$ cat src/core/sics_consts.vh
// Constants of the secure install command sequencer.
// Assumes byte framing, status codes and operation codes shared with the engine that does the work.
`ifndef SICS_CONSTS_VH
`define SICS_CONSTS_VH
// Framing bytes
`define SICS_CMD_START 8'h01
`define SICS_DATA_START 8'h81
`define SICS_END_MARK 8'h03
`define SICS_RSP_OK 8'h1a
`define SICS_RSP_ERR 8'h9a
`define SICS_CMD_CODE 8'h28
`define SICS_REPLY_LEN 8'h0a
`define SICS_REPLY_BYTES 4'hf
`define SICS_ALL_ONES 32'hffffffff
// Packet lengths (length field values)
`define SICS_CMD_LEN 16'h0001
`define SICS_PAR_LEN 16'h0041
`define SICS_KEY_LEN 16'h0031
`define SICS_NONCE_LEN 16'h001d
`define SICS_DATA_MIN 16'h0021
`define SICS_DATA_MAX 16'h0411
// Status codes
`define SICS_ST_OK 8'h00
`define SICS_ST_PKT 8'hc1
`define SICS_ST_SUM 8'hc2
`define SICS_ST_ACC 8'hc3
`define SICS_ST_SEC 8'hc4
`define SICS_ST_PROT 8'hc5
`define SICS_ST_FLASH 8'hc6
`define SICS_ST_TSYS 8'hc7
`define SICS_ST_PARAM 8'hc8
`define SICS_ST_HW 8'hc9
`define SICS_ST_ADDR 8'hca
`define SICS_ST_VERIFY 8'hcb
// Operation codes for the worker engine
`define SICS_OP_ERASE 4'h1
`define SICS_OP_DEC_PAR 4'h2
`define SICS_OP_KEY_DIS 4'h3
`define SICS_OP_KEY_WRAP 4'h4
`define SICS_OP_KEY_STORE 4'h5
`define SICS_OP_PL_CHG 4'h6
`define SICS_OP_INIT_DEC 4'h7
`define SICS_OP_DEC_DATA 4'h8
`define SICS_OP_WRITE 4'h9
`define SICS_OP_LCK_TRANS 4'ha
`endif

$ cat src/core/sics_sequencer.v
// Secure install command sequencer: packet parser, checks, operation sequencing, status replies.
// Assumes an external engine performs erase, crypto and flash work and reports done/fail.
// Function
// - Success reply is 81,00,0A,1A,00, eight FF bytes, E4, 03.
// - Error reply uses same framing, code 9A, status, detail, address, computed checksum.
// - Bytes are discarded until the start byte arrives; then the packet begins.
// - Missing end marker gives packet error and nothing further is done.
// - Checksum mismatch gives checksum error and return to command wait.
// - Length bytes wrong for format or command give packet error and abort.
// - Forbidden lifecycle state or no reset since data write gives acceptance error.
// - Authentication level one or zero gives secure error.
// - Boot flag not set, or in dual-bank mode bank swap fields not 111b, give protection error.
// - Any permanent block protect bit at zero gives protection error.
// - Erase user and data areas; flash access error on failure, else OK.
// - Decrypt parameter packet; trusted error on failure, silence if subsystem abnormal.
// - Unspecified parameter gives parameter error; disabled locked boot gives protection error.
// - Disable level-one key, or both keys for locked boot; failure gives flash error.
// - Level-two path: OK, receive key, wrap then store, trusted or flash errors.
// - Change protection level; flash error on failure, hardware error and silence if invalid.
// - Nonce packet initialises decryption; OK, trusted error, or silence if abnormal.
// - Decrypted data with bad size, range, unit or alignment gives parameter error.
// - Boundary-blocked range gives invalid address error; locked area gives protection error.
// - Non-last data packet: OK first, then write; flash error on write failure.
// - Config area writes are read back; mismatch gives verify error.
// - Last packet: write, locked boot transition if asked, hardware error or OK.
// - Data packet wrong reply code gives packet error; excess total gives parameter error.
`timescale 1ns/1ns
`include "sics_consts.vh"

module sics_sequencer #(
  parameter PBP_W = 32,
  parameter CMD_LEN = `SICS_CMD_LEN,
  parameter PAR_LEN = `SICS_PAR_LEN
) (
  // Clock and reset
  input wire clk_in,
  input wire sys_rst_in,
  // Received byte stream
  input wire [7:0] rx_byte_in,
  input wire rx_valid_in,
  // Transmitted byte stream
  output reg [7:0] tx_byte_out,
  output reg tx_valid_out,
  input wire tx_ready_in,
  // Payload bytes to the worker engine
  output reg [7:0] pl_byte_out,
  output reg pl_valid_out,
  // Worker engine handshake
  output reg op_req_out,
  output reg [3:0] op_code_out,
  input wire op_done_in,
  input wire op_fail_in,
  input wire [31:0] op_status_in,
  input wire tsys_abnormal_in,
  input wire verify_fail_in,
  input wire level_invalid_in,
  // Device state for acceptance
  input wire lifecycle_ok_in,
  input wire auth_level_low_in,
  input wire boot_flag_bit_in,
  input wire dual_bank_in,
  input wire [2:0] bank_swap_select_in,
  input wire [2:0] secure_bank_swap_select_in,
  input wire [PBP_W-1:0] permanent_block_protect_in,
  input wire [PBP_W-1:0] secure_permanent_block_protect_in,
  // Decrypted parameter and data checks
  input wire param_unspecified_in,
  input wire locked_boot_req_in,
  input wire lck_disabled_in,
  input wire chk_param_err_in,
  input wire chk_addr_err_in,
  input wire chk_lock_err_in,
  input wire [31:0] announced_data_length_in,
  // Status
  output reg unresponsive_out,
  output reg [2:0] stage_out
);

  localparam S_RX = 3'h0;
  localparam S_CHK = 3'h1;
  localparam S_OP = 3'h2;
  localparam S_TX = 3'h3;
  localparam S_DEAD = 3'h4;

  localparam STG_CMD = 3'h0;
  localparam STG_PAR = 3'h1;
  localparam STG_KEY = 3'h2;
  localparam STG_NONCE = 3'h3;
  localparam STG_DATA = 3'h4;

  localparam NXT_RX = 2'h0;
  localparam NXT_WRITE = 2'h1;
  localparam NXT_DEAD = 2'h2;

  reg [2:0] state;
  reg [2:0] phase;
  reg [15:0] len;
  reg [15:0] cnt;
  reg [7:0] sum;
  reg sum_ok;
  reg end_ok;
  reg code_ok;
  reg [31:0] total;
  reg [3:0] cur_op;
  reg [7:0] rsp;
  reg [7:0] scode;
  reg [31:0] det;
  reg [3:0] tx_idx;
  reg [1:0] after_tx;
  reg wrote_data;
  reg lck_req;
  reg last;

  wire [7:0] start_byte = (stage_out == STG_CMD) ? `SICS_CMD_START : `SICS_DATA_START;
  wire [7:0] first_byte = (stage_out == STG_CMD) ? `SICS_CMD_CODE : `SICS_RSP_OK;
  wire [15:0] exp_len = (stage_out == STG_CMD) ? CMD_LEN[15:0] :
                        (stage_out == STG_PAR) ? PAR_LEN[15:0] :
                        (stage_out == STG_KEY) ? `SICS_KEY_LEN : `SICS_NONCE_LEN;
  wire [15:0] data_n = len - 16'h0001;
  wire len_good = (stage_out == STG_DATA) ?
                  (len >= `SICS_DATA_MIN && len <= `SICS_DATA_MAX && data_n[3:0] == 4'h0) :
                  (len == exp_len);
  wire [31:0] new_total = total + {16'h0000, data_n};
  wire [7:0] next_sum = sum + rx_byte_in;
  wire pbp_open = (&permanent_block_protect_in) & (&secure_permanent_block_protect_in);
  wire bank_bad = dual_bank_in && (bank_swap_select_in != 3'h7 || secure_bank_swap_select_in != 3'h7);
  wire [7:0] body_sum = `SICS_REPLY_LEN + rsp + scode + det[31:24] + det[23:16] + det[15:8] + det[7:0]
                        + 8'hff + 8'hff + 8'hff + 8'hff;
  wire [7:0] reply_sum = 8'h00 - body_sum;

  ////////////////////////////////////////////////////////////////////////////
  // Reply byte selection
  function [7:0] reply_byte;
    input [3:0] i;
    begin
      case (i)
        4'h0: reply_byte = `SICS_DATA_START;
        4'h1: reply_byte = 8'h00;
        4'h2: reply_byte = `SICS_REPLY_LEN;
        4'h3: reply_byte = rsp;
        4'h4: reply_byte = scode;
        4'h5: reply_byte = det[31:24];
        4'h6: reply_byte = det[23:16];
        4'h7: reply_byte = det[15:8];
        4'h8: reply_byte = det[7:0];
        4'hd: reply_byte = reply_sum;
        4'he: reply_byte = `SICS_END_MARK;
        default: reply_byte = 8'hff;
      endcase
    end
  endfunction

  task send;
    input [7:0] code;
    input [31:0] detail;
    input [1:0] nxt;
    begin
      rsp <= (code == `SICS_ST_OK) ? `SICS_RSP_OK : `SICS_RSP_ERR;
      scode <= code;
      det <= detail;
      tx_idx <= 4'h0;
      after_tx <= nxt;
      state <= S_TX;
      if (code != `SICS_ST_OK) begin
        stage_out <= STG_CMD;
      end
    end
  endtask

  task start_op;
    input [3:0] op;
    begin
      op_req_out <= 1'b1;
      op_code_out <= op;
      cur_op <= op;
      state <= S_OP;
      if (op == `SICS_OP_WRITE) begin
        wrote_data <= 1'b1;
      end
    end
  endtask

  ////////////////////////////////////////////////////////////////////////////
  // Sequencer
  always @(posedge clk_in or posedge sys_rst_in) begin
    if (sys_rst_in) begin
      state <= S_RX;
      stage_out <= STG_CMD;
      phase <= 3'h0;
      len <= 16'h0000;
      cnt <= 16'h0000;
      sum <= 8'h00;
      sum_ok <= 1'b0;
      end_ok <= 1'b0;
      code_ok <= 1'b0;
      total <= 32'h00000000;
      cur_op <= 4'h0;
      rsp <= 8'h00;
      scode <= 8'h00;
      det <= 32'h00000000;
      tx_idx <= 4'h0;
      after_tx <= NXT_RX;
      wrote_data <= 1'b0;
      lck_req <= 1'b0;
      last <= 1'b0;
      tx_byte_out <= 8'h00;
      tx_valid_out <= 1'b0;
      pl_byte_out <= 8'h00;
      pl_valid_out <= 1'b0;
      op_req_out <= 1'b0;
      op_code_out <= 4'h0;
      unresponsive_out <= 1'b0;
    end else begin
      op_req_out <= 1'b0;
      pl_valid_out <= 1'b0;
      unresponsive_out <= (state == S_DEAD);
      case (state)
        S_RX: begin
          if (rx_valid_in) begin
            case (phase)
              3'h0: begin
                if (rx_byte_in == start_byte) begin
                  phase <= 3'h1;
                end
              end
              3'h1: begin
                len[15:8] <= rx_byte_in;
                sum <= rx_byte_in;
                code_ok <= 1'b0;
                phase <= 3'h2;
              end
              3'h2: begin
                len[7:0] <= rx_byte_in;
                sum <= next_sum;
                cnt <= 16'h0000;
                phase <= ({len[15:8], rx_byte_in} == 16'h0000) ? 3'h4 : 3'h3;
              end
              3'h3: begin
                if (cnt == 16'h0000) begin
                  code_ok <= (rx_byte_in == first_byte);
                end
                pl_byte_out <= rx_byte_in;
                pl_valid_out <= 1'b1;
                sum <= next_sum;
                cnt <= cnt + 16'h0001;
                if (cnt + 16'h0001 == len) begin
                  phase <= 3'h4;
                end
              end
              3'h4: begin
                sum_ok <= (next_sum == 8'h00);
                phase <= 3'h5;
              end
              default: begin
                end_ok <= (rx_byte_in == `SICS_END_MARK);
                phase <= 3'h0;
                state <= S_CHK;
              end
            endcase
          end
        end
        S_CHK: begin
          if (!end_ok) begin
            send(`SICS_ST_PKT, `SICS_ALL_ONES, NXT_RX);
          end else if (!sum_ok) begin
            send(`SICS_ST_SUM, `SICS_ALL_ONES, NXT_RX);
          end else if (len == 16'h0000 || !len_good) begin
            send(`SICS_ST_PKT, `SICS_ALL_ONES, NXT_RX);
          end else if (!code_ok) begin
            send(`SICS_ST_PKT, `SICS_ALL_ONES, NXT_RX);
          end else if (stage_out == STG_DATA && new_total > announced_data_length_in) begin
            send(`SICS_ST_PARAM, `SICS_ALL_ONES, NXT_RX);
          end else begin
            case (stage_out)
              STG_CMD: begin
                if (!lifecycle_ok_in || wrote_data) begin
                  send(`SICS_ST_ACC, `SICS_ALL_ONES, NXT_RX);
                end else if (auth_level_low_in) begin
                  send(`SICS_ST_SEC, `SICS_ALL_ONES, NXT_RX);
                end else if (!boot_flag_bit_in || bank_bad) begin
                  send(`SICS_ST_PROT, `SICS_ALL_ONES, NXT_RX);
                end else if (!pbp_open) begin
                  send(`SICS_ST_PROT, `SICS_ALL_ONES, NXT_RX);
                end else begin
                  start_op(`SICS_OP_ERASE);
                end
              end
              STG_PAR: start_op(`SICS_OP_DEC_PAR);
              STG_KEY: start_op(`SICS_OP_KEY_WRAP);
              STG_NONCE: start_op(`SICS_OP_INIT_DEC);
              default: begin
                total <= new_total;
                last <= (new_total == announced_data_length_in);
                start_op(`SICS_OP_DEC_DATA);
              end
            endcase
          end
        end
        S_OP: begin
          if (op_done_in) begin
            case (cur_op)
              `SICS_OP_ERASE: begin
                if (op_fail_in) begin
                  send(`SICS_ST_FLASH, op_status_in, NXT_RX);
                end else begin
                  stage_out <= STG_PAR;
                  send(`SICS_ST_OK, `SICS_ALL_ONES, NXT_RX);
                end
              end
              `SICS_OP_DEC_PAR, `SICS_OP_KEY_WRAP, `SICS_OP_INIT_DEC, `SICS_OP_DEC_DATA: begin
                if (tsys_abnormal_in) begin
                  state <= S_DEAD;
                end else if (op_fail_in) begin
                  send(`SICS_ST_TSYS, `SICS_ALL_ONES, NXT_RX);
                end else if (cur_op == `SICS_OP_DEC_PAR) begin
                  if (param_unspecified_in) begin
                    send(`SICS_ST_PARAM, `SICS_ALL_ONES, NXT_RX);
                  end else if (locked_boot_req_in && lck_disabled_in) begin
                    send(`SICS_ST_PROT, `SICS_ALL_ONES, NXT_RX);
                  end else begin
                    lck_req <= locked_boot_req_in;
                    start_op(`SICS_OP_KEY_DIS);
                  end
                end else if (cur_op == `SICS_OP_KEY_WRAP) begin
                  start_op(`SICS_OP_KEY_STORE);
                end else if (cur_op == `SICS_OP_INIT_DEC) begin
                  stage_out <= STG_DATA;
                  total <= 32'h00000000;
                  send(`SICS_ST_OK, `SICS_ALL_ONES, NXT_RX);
                end else if (chk_param_err_in) begin
                  send(`SICS_ST_PARAM, `SICS_ALL_ONES, NXT_RX);
                end else if (chk_addr_err_in) begin
                  send(`SICS_ST_ADDR, `SICS_ALL_ONES, NXT_RX);
                end else if (chk_lock_err_in) begin
                  send(`SICS_ST_PROT, `SICS_ALL_ONES, NXT_RX);
                end else if (last) begin
                  start_op(`SICS_OP_WRITE);
                end else begin
                  send(`SICS_ST_OK, `SICS_ALL_ONES, NXT_WRITE);
                end
              end
              `SICS_OP_KEY_DIS, `SICS_OP_KEY_STORE: begin
                if (op_fail_in) begin
                  send(`SICS_ST_FLASH, op_status_in, NXT_RX);
                end else if (lck_req || cur_op == `SICS_OP_KEY_STORE) begin
                  start_op(`SICS_OP_PL_CHG);
                end else begin
                  stage_out <= STG_KEY;
                  send(`SICS_ST_OK, `SICS_ALL_ONES, NXT_RX);
                end
              end
              `SICS_OP_WRITE: begin
                if (op_fail_in) begin
                  send(`SICS_ST_FLASH, op_status_in, NXT_RX);
                end else if (verify_fail_in) begin
                  send(`SICS_ST_VERIFY, `SICS_ALL_ONES, NXT_RX);
                end else if (!last) begin
                  state <= S_RX;
                end else if (lck_req) begin
                  start_op(`SICS_OP_LCK_TRANS);
                end else begin
                  stage_out <= STG_CMD;
                  send(`SICS_ST_OK, `SICS_ALL_ONES, NXT_RX);
                end
              end
              default: begin
                if (op_fail_in) begin
                  send(`SICS_ST_FLASH, op_status_in, NXT_RX);
                end else if (level_invalid_in) begin
                  send(`SICS_ST_HW, `SICS_ALL_ONES, NXT_DEAD);
                end else begin
                  stage_out <= (cur_op == `SICS_OP_PL_CHG) ? STG_NONCE : STG_CMD;
                  send(`SICS_ST_OK, `SICS_ALL_ONES, NXT_RX);
                end
              end
            endcase
          end
        end
        S_TX: begin
          if (tx_valid_out && tx_ready_in) begin
            tx_valid_out <= 1'b0;
          end
          if (!tx_valid_out || tx_ready_in) begin
            if (tx_idx == `SICS_REPLY_BYTES) begin
              if (after_tx == NXT_WRITE) begin
                start_op(`SICS_OP_WRITE);
              end else if (after_tx == NXT_DEAD) begin
                state <= S_DEAD;
              end else begin
                state <= S_RX;
              end
            end else begin
              tx_byte_out <= reply_byte(tx_idx);
              tx_valid_out <= 1'b1;
              tx_idx <= tx_idx + 4'h1;
            end
          end
        end
        default: state <= S_DEAD;
      endcase
    end
  end

endmodule

$ cat config.mk
export PLATFORM = sky130hd
export DESIGN_NAME = sics_sequencer
export DESIGN_NICKNAME = d
export VERILOG_FILES = /design/src/core/sics_sequencer.v
export VERILOG_INCLUDE_DIRS = /design/src /design/src/core
export SDC_FILE = /design/constraint.sdc
export NUM_CORES = 1
export LEC_CHECK = 0
export BUFFER_PORTS_ARGS = -buffer_cell sky130_fd_sc_hd__buf_2
export CAP_MARGIN = 20
export CELL_PAD_IN_SITES_DETAIL_PLACEMENT = 0
export CELL_PAD_IN_SITES_GLOBAL_PLACEMENT = 1
export CORE_ASPECT_RATIO = 2
export CORE_MARGIN = 3
export CORE_UTILIZATION = 35
export DETAILED_ROUTE_END_ITERATION = 8
export GPL_ROUTABILITY_DRIVEN = 0
export PLACE_DENSITY_LB_ADDON = 0.25
export SYNTH_ARGS = -nofsm -noshare
export SYNTH_HDL_FRONTEND = slang
export SYNTH_SLANG_ARGS = --single-unit
$ cat constraint.sdc
create_clock -name clk_in -period 7.9 [get_ports clk_in]
set_input_delay 1.185 -clock clk_in [delete_from_list [all_inputs] [get_ports clk_in]]
set_output_delay 1.185 -clock clk_in [all_outputs]
set_load 0.02 [all_outputs]
# --- After elaboration in Yosys (flattened, before gate mapping) ---
# Index checks and enable logic that the tools add are counted.
word_totals:
  ff_bits: 165
  out_inout_bits: 27
op_classes:
  n_reduce_logical: 57
  mux: 346
  eq_ne: 98
  bitwise_logic: 10
  addsub: 16
  magnitude_cmp: 3
op_table:
  columns: ["operator", "count"]
  rows:
  - ["two-way mux 32 bit", 42]
  - ["two-way mux 8 bit", 63]
  - ["two-way mux 4 bit", 60]
  - ["two-way mux 3 bit", 46]
  - ["case mux 32 bit (2 select lines)", 2]
  - ["case mux 32 bit (3 select lines)", 1]
  - ["case mux 8 bit (11 select lines)", 1]
  - ["two-way mux 2 bit", 36]
  - ["two-way mux 1 bit", 69]
  - ["case mux 8 bit (4 select lines)", 2]
  - ["AND reduction 32 bit", 2]
  - ["inequality test 2 bit, second input constant", 27]
  - ["adder 8 bit", 6]
  - ["zero test 16 bit", 3]
  - ["case mux 4 bit (3 select lines)", 4]
  - ["case mux 8 bit (2 select lines)", 3]
  - ["inequality test 3 bit, second input constant", 14]
  - ["inequality test 5 bit, second input constant", 8]
  - ["adder 32 x 16 -> 32 bit", 1]
  - ["adder 8 bit, second input constant", 4]
  - ["equality test 32 bit", 1]
  - ["equality test 4 x 3 -> 1 bit, second input constant", 8]
  - ["greater-than comparator 32 bit", 1]
  - ["case mux 16 bit (2 select lines)", 1]
  - ["61 further kinds", 125]

# --- Depth between registers and ports, before layout ---
logic_depth:
  word_depth: 14
  depth_mapped: 25
  mapped_depth_nobuf: 21

# --- Worst setup path after synthesis ---
# OpenSTA, ideal clock, no wires.
synth_timing:
  path_kind: "reg2reg"
  from: "reg len[2]"
  to: "reg after_tx[0]"
  path_slack_ns: 2.311
  setup_ns: 0.125
  n_path_buf: 3
  t_required_ns: 7.775
  stages_incl_launch_ff: 24
  arrival_ns: 5.464
  cell_sequence: "dfrtp_1 -> clkbuf_1 -> or4_1 -> nor2_1 -> nand2_1 -> xnor2_1 -> ha_1 -> clkbuf_1 -> a21o_1 -> a211oi_1 -> a211oi_1 -> o31a_1 -> a21oi_1 -> nor2_1 -> xor2_1 -> ha_1 -> nand4_1 -> nor4_1 -> nor3b_1 -> o41a_1 -> nor4_4 -> a21oi_2 -> buf_4 -> mux2_4"
synth_between:
  elab_chain_cells: 10
  elab_cells_between_ends: 23
synth_lines:
  columns: ["item", "line_no", "source"]
  rows:
  - ["from (decl)", "sics_sequencer.v:97", "reg [15:0] len;"]
  - ["from (signal assigned)", "sics_sequencer.v:233", "len[7:0] <= rx_byte_in;"]
  - ["subtractor 16 x 1 -> 16 bit, or another cell as far along", "sics_sequencer.v:119", "wire [15:0] data_n = len - 16'h0001;"]
  - ["adder 32 x 16 -> 32 bit, or another cell as far along", "sics_sequencer.v:123", "wire [31:0] new_total = total + {16'h0000, data_n};"]
  - ["greater-than comparator 32 bit / logical AND 1 bit (equally long branches)", "sics_sequencer.v:271, sics_sequencer.v:121", null]
  - ["logical AND 1 bit / two-way mux 1 bit (equally long branches)", "sics_sequencer.v:271, sics_sequencer.v:120", null]
  - ["two-way mux 2 bit / zero test 1 bit (equally long branches)", "sics_sequencer.v:271, sics_sequencer.v:267", null]
  - ["two-way mux 2 bit / logical OR 1 bit (equally long branches)", "sics_sequencer.v:269, sics_sequencer.v:267", null]
  - ["two-way mux 2 bit", "sics_sequencer.v:267", "end else if (len == 16'h0000 || !len_good) begin"]
  - ["two-way mux 2 bit", "sics_sequencer.v:265", "end else if (!sum_ok) begin"]
  - ["two-way mux 2 bit", "sics_sequencer.v:263", "if (!end_ok) begin"]
  - ["case mux 2 bit (2 select lines)", "sics_sequencer.v:217", "case (state)"]
  - ["to (signal assigned)", "sics_sequencer.v:202", "after_tx <= NXT_RX;"]
  - ["to (decl)", "sics_sequencer.v:109", "reg [1:0] after_tx;"]
# Several ways; a longest one is shown, not always the timed one.
# A chain may end at the register's enable or synchronous reset.

# --- Worst setup path in the final report ---
layout_timing:
  from: "reg len[2]"
  to: "reg det[15]"
layout_between:
  elab_chain_cells: 10
  elab_cells_between_ends: 23
layout_lines:
  columns: ["item", "line_no", "source"]
  rows:
  - ["subtractor 16 x 1 -> 16 bit, or another cell as far along", "sics_sequencer.v:119", null]
  - ["adder 32 x 16 -> 32 bit, or another cell as far along", "sics_sequencer.v:123", null]
  - ["greater-than comparator 32 bit / logical AND 1 bit (equally long branches)", "sics_sequencer.v:271, sics_sequencer.v:121", null]
  - ["logical AND 1 bit / two-way mux 1 bit (equally long branches)", "sics_sequencer.v:271, sics_sequencer.v:120", null]
  - ["two-way mux 32 bit / zero test 1 bit (equally long branches)", "sics_sequencer.v:271, sics_sequencer.v:267", null]
  - ["two-way mux 32 bit / logical OR 1 bit (equally long branches)", "sics_sequencer.v:269, sics_sequencer.v:267", null]
  - ["two-way mux 32 bit", "sics_sequencer.v:267", null]
  - ["two-way mux 32 bit", "sics_sequencer.v:265", null]
  - ["two-way mux 32 bit", "sics_sequencer.v:263", null]
  - ["case mux 32 bit (2 select lines)", "sics_sequencer.v:217", null]
  - ["to (signal assigned)", "sics_sequencer.v:200", "det <= 32'h00000000;"]
  - ["to (decl)", "sics_sequencer.v:107", "reg [31:0] det;"]
# Several ways; a longest one is shown, not always the timed one.

==> results_tabular.tex <==
\begin{tabular}{lr}
\hline
Metric & Value \\
\hline
\multicolumn{2}{l}{\textbf{Timing}} \\
Final-report hold violation count & 0 \\
RSZ-0062 raised after global routing & false \\
Slew HR & 27.2\% \\
Minimum setup slack in the final design & 0.888 ns \\
Final count of negative-setup-slack endpoints & 0 \\
Worst Hold Margin & 0.483 ns \\
Worst Skew & 0.00944 ns \\
Number of max-slew violations in the final report & 0 \\
Max Clock Freq & 143 MHz \\
Min Tclk post-route & 7.01 ns \\
Final sum of negative setup slack & 0 ns \\
Portion of the clock cycle consumed by the worst path in the final layout & 88.8\% \\
Slew at the pin closest to its max-slew limit & 1.08 ns \\
\multicolumn{2}{l}{\textbf{Routing}} \\
Via count & 11700 \\
Remaining antenna violation count after routing & 0 \\
Detailed router's first-iteration violation count & 535 \\
Final wirelength & 43900 microns \\
DRT Pass-1 Iters & 5 \\
Post-route DRC & 0 \\
Routed via count divided by cell count & 5.58 \\
WL/cell & 21.0 microns \\
\multicolumn{2}{l}{\textbf{Pwr}} \\
Reported leakage power & 0.00712 uW \\
Worst voltage drop across the vdd grid & 0.190 mV \\
Total power consumption of the routed design & 4030 uW \\
Power density over cell area & 278 nW/um\^{}2 \\
\multicolumn{2}{l}{\textbf{Setup path}} \\
Largest driver fanout on the critical path & 25 \\
Critical Path Start Type & flop \\
CP arrival & 7.39 ns \\
Kind of end point of the critical path & flop \\
Critical path type & flop to flop \\
Crit path required time & 8.28 ns \\
Series of cell instances along the critical path & or4\_1 -> nor2\_1 -> nand2\_1 -> xnor2\_1 -> ha\_1 -> a21o\_1 -> a211oi\_1 -> a211oi\_1 -> o31a\_1 -> a21oi\_1 -> nor2\_1 -> xor2\_1 -> ha\_1 -> nand4\_1 -> nor4\_1 -> nor3b\_1 -> o41a\_1 -> nor4\_4 -> a21oi\_4 -> buf\_12 -> mux2i\_1 \\
Cell with the largest stage delay on the worst path & sky130\_fd\_sc\_hd\_\_a21oi\_4 \\
Worst path max stage delay & 0.64 ns \\
\multicolumn{2}{l}{\textbf{Final layout}} \\
Fraction of final layout cells with drive strength greater than 1 & 17.8\% \\
Multi-input gate area in the final layout & 7830 sq um \\
Number of fill cells & 3594 \\
Area growth from synthesis to layout & 15.8\% \\
Commonest non-fill, non-tap cells in the layout & sky130\_fd\_sc\_hd\_\_buf\_2, sky130\_fd\_sc\_hd\_\_dfrtp\_1, sky130\_fd\_sc\_hd\_\_inv\_1 \\
Count of nets after finishing & 1896 \\
Fin util & 41.2\% \\
Commonest non-fill, non-tap cell in the layout & sky130\_fd\_sc\_hd\_\_buf\_2 \\
Diode count & 0 \\
FF+latch area & 3900 sq um \\
\multicolumn{2}{l}{\textbf{Clock network}} \\
Maximum buffer depth of the clock tree & 2 \\
CTS Hold Buffers Added & 0 \\
Clock sinks & 156 \\
Clk slew on worst S/H paths & 0.07 ns \\
TritonCTS clock tree & built \\
Number of buffers created by CTS & 17 \\
Cell chosen for the clock root & sky130\_fd\_sc\_hd\_\_clkbuf\_16 \\
Number of H-tree levels & 4 \\
Number of instances resized during post-cts repair & 0 \\
Clock insertion delay at the later pin of the skew report & 0.46 ns \\
Setup bufs post-CTS & 0 \\
\multicolumn{2}{l}{\textbf{Global routing}} \\
Maximum number of pins on one net before global-route repair & 68 \\
Via count of the first global-routing pass & 11900 \\
All-Layer GR Usage & 22.5\% \\
Overflow left after global routing & 0 \\
Antenna violations before repair & 0 \\
Wire length of the first global-routing pass & 66900 microns \\
\multicolumn{2}{l}{\textbf{Synth}} \\
Library cells used by synthesis & 81 \\
Async set-reset flop share out of synthesis & 100\% \\
Number of flops mapped to enable cells by yosys & 0 \\
Main synth FF type & sky130\_fd\_sc\_hd\_\_dfrtp\_1 \\
Count of warnings emitted by yosys & 0 \\
Proportion of synthesized chip area in sequential cells & 31.1\% \\
Number of synthesized register bits & 156 \\
Syn nets & 1746 \\
Post-synthesis instance area & 12500 sq um \\
Mean post-synth cell area & 8.43 sq um \\
Post-Syn Instances & 1488 \\
\multicolumn{2}{l}{\textbf{Floorplan}} \\
Count of boundary I/O pins & 188 \\
DIE AREA & 38300 sq um \\
Standard-cell rows & 97 \\
Die boundary width & 140 microns \\
Initial core utilization & 35.6\% \\
Floorplan Core Area & 35200 sq um \\
Overall die height & 274 microns \\
\multicolumn{2}{l}{\textbf{Min path}} \\
Type of the most critical hold path & flop to flop \\
\multicolumn{2}{l}{\textbf{Place}} \\
Setup slack at placement & 0.982 ns \\
Port Buf Inserts & 187 \\
Final HPWL from detailed placement & 35100 microns \\
\multicolumn{2}{l}{\textbf{Status}} \\
Outcome & complete, no violations \\
\multicolumn{2}{l}{\textbf{Flow run}} \\
Max-cap viol count & 0 \\
\hline
\end{tabular}
[sequential cells by signal, summed over array words and instances, names as in the netlist, 2 cells and up]
register	flops
state	3
det	32
tx_byte_out	8
stage_out	3
len	16
rsp	2
cnt	16
tx_idx	4
after_tx	2
total	32
phase	3
sum	8
scode	5
cur_op	4
pl_byte_out	8
[critical path, delay by kind of cell (launching register included)]
| kind | cells | cell delay, ns |
|---|---|---|
| fa+ha+maj | 2 | 0.71 |
| compound gates | 7 | 2.57 |
| simple gates | 8 | 2.31 |
| mux | 1 | 0.22 |
| buf+inv | 1 | 0.30 |
| flops | 1 | 0.49 |
| xor+xnor | 2 | 0.30 |
[metrics by stage]
step | area [sq um] | std cells
after global placement | 13900 | 2063
after global routing | 14500 | 2094
after CTS | 14500 | 2093
after floorplan | 12500 | 1488
final | 14500 | 2094
after detailed placement | 13900 | 2063
[cell families (layout without fill, tap and decap cells)]
| group | Yosys count | in the layout | share of synthesized area [%] |
|---|---|---|---|
| buffers and inverters | 213 | 374 | 6.51 |
| multiplexers | 80 | 80 | 6.73 |
| AO/OA/AOI/OAI | 362 | 362 | 19.0 |
| XOR/XNOR | 79 | 79 | 5.52 |
| adder cells (fa/ha/maj) | 97 | 97 | 11.1 |
| flip-flops | 156 | 156 | 31.1 |
| AND/OR/NAND/NOR | 501 | 501 | 20.0 |
[per-layer routing]
layer | vias to the layer above | wire length, microns | GRT usage, % | part of all wire [%]
met5 | - | 0 | 0 | 0
li1 | 5630 | - | - | -
met4 | 0 | 2730 | 13.1 | 6.2
met3 | 131 | 1460 | 2.76 | 3.3
met1 | 5588 | 14700 | 21.5 | 33
met2 | 330 | 25000 | 44.6 | 57
[cells in the mapped netlist, drive strengths merged (28+ instances only)]
library cell	count	share of area (%)
clkbuf	62	1.9
inv	139	4.2
xnor2	50	3.5
dfrtp	156	31
nand3	43	1.7
nand2	127	3.8
mux2i	52	4.2
o21ai	87	3.5
nand4	39	1.9
nor2	124	3.7
nor3	31	1.2
mux2	28	2.6
ha	74	7.4
xor2	29	2.0
a21oi	86	3.5
[layout make-up]
type / instances / share of cell area (%)
Clock inverter: 13 / 1.32
Tap cell: 445 / 3.84
Clock buffer: 17 / 2.93
Inverter: 139 / 3.63
Timing Repair Buffer: 205 / 7.46
Multi-Input combinational cell: 1119 / 53.9
Sequential cell: 156 / 26.9
[final timing paths]
kind                           startpoint              to  slack, ns  cells past startpoint
max in group asynchronous      sys_rst_in       tx_idx[3]       5.90                      3
min                        pl_byte_out[7]  pl_byte_out[7]       0.48                      2
max reg2reg                        len[2]         det[15]       0.89                     21
min in group asynchronous      sys_rst_in         det[21]       0.82                      2
max                                len[2]         det[15]       0.89                     21
min reg2reg                pl_byte_out[7]  pl_byte_out[7]       0.48                      2
[power by group]
part	internal [uW]	switching, uW	leakage [uW]
Sequential	947	191	0.00185
Clock	528	372	0.000292
Combinational	807	1190	0.00498
Power figures use the tool's default switching activity.
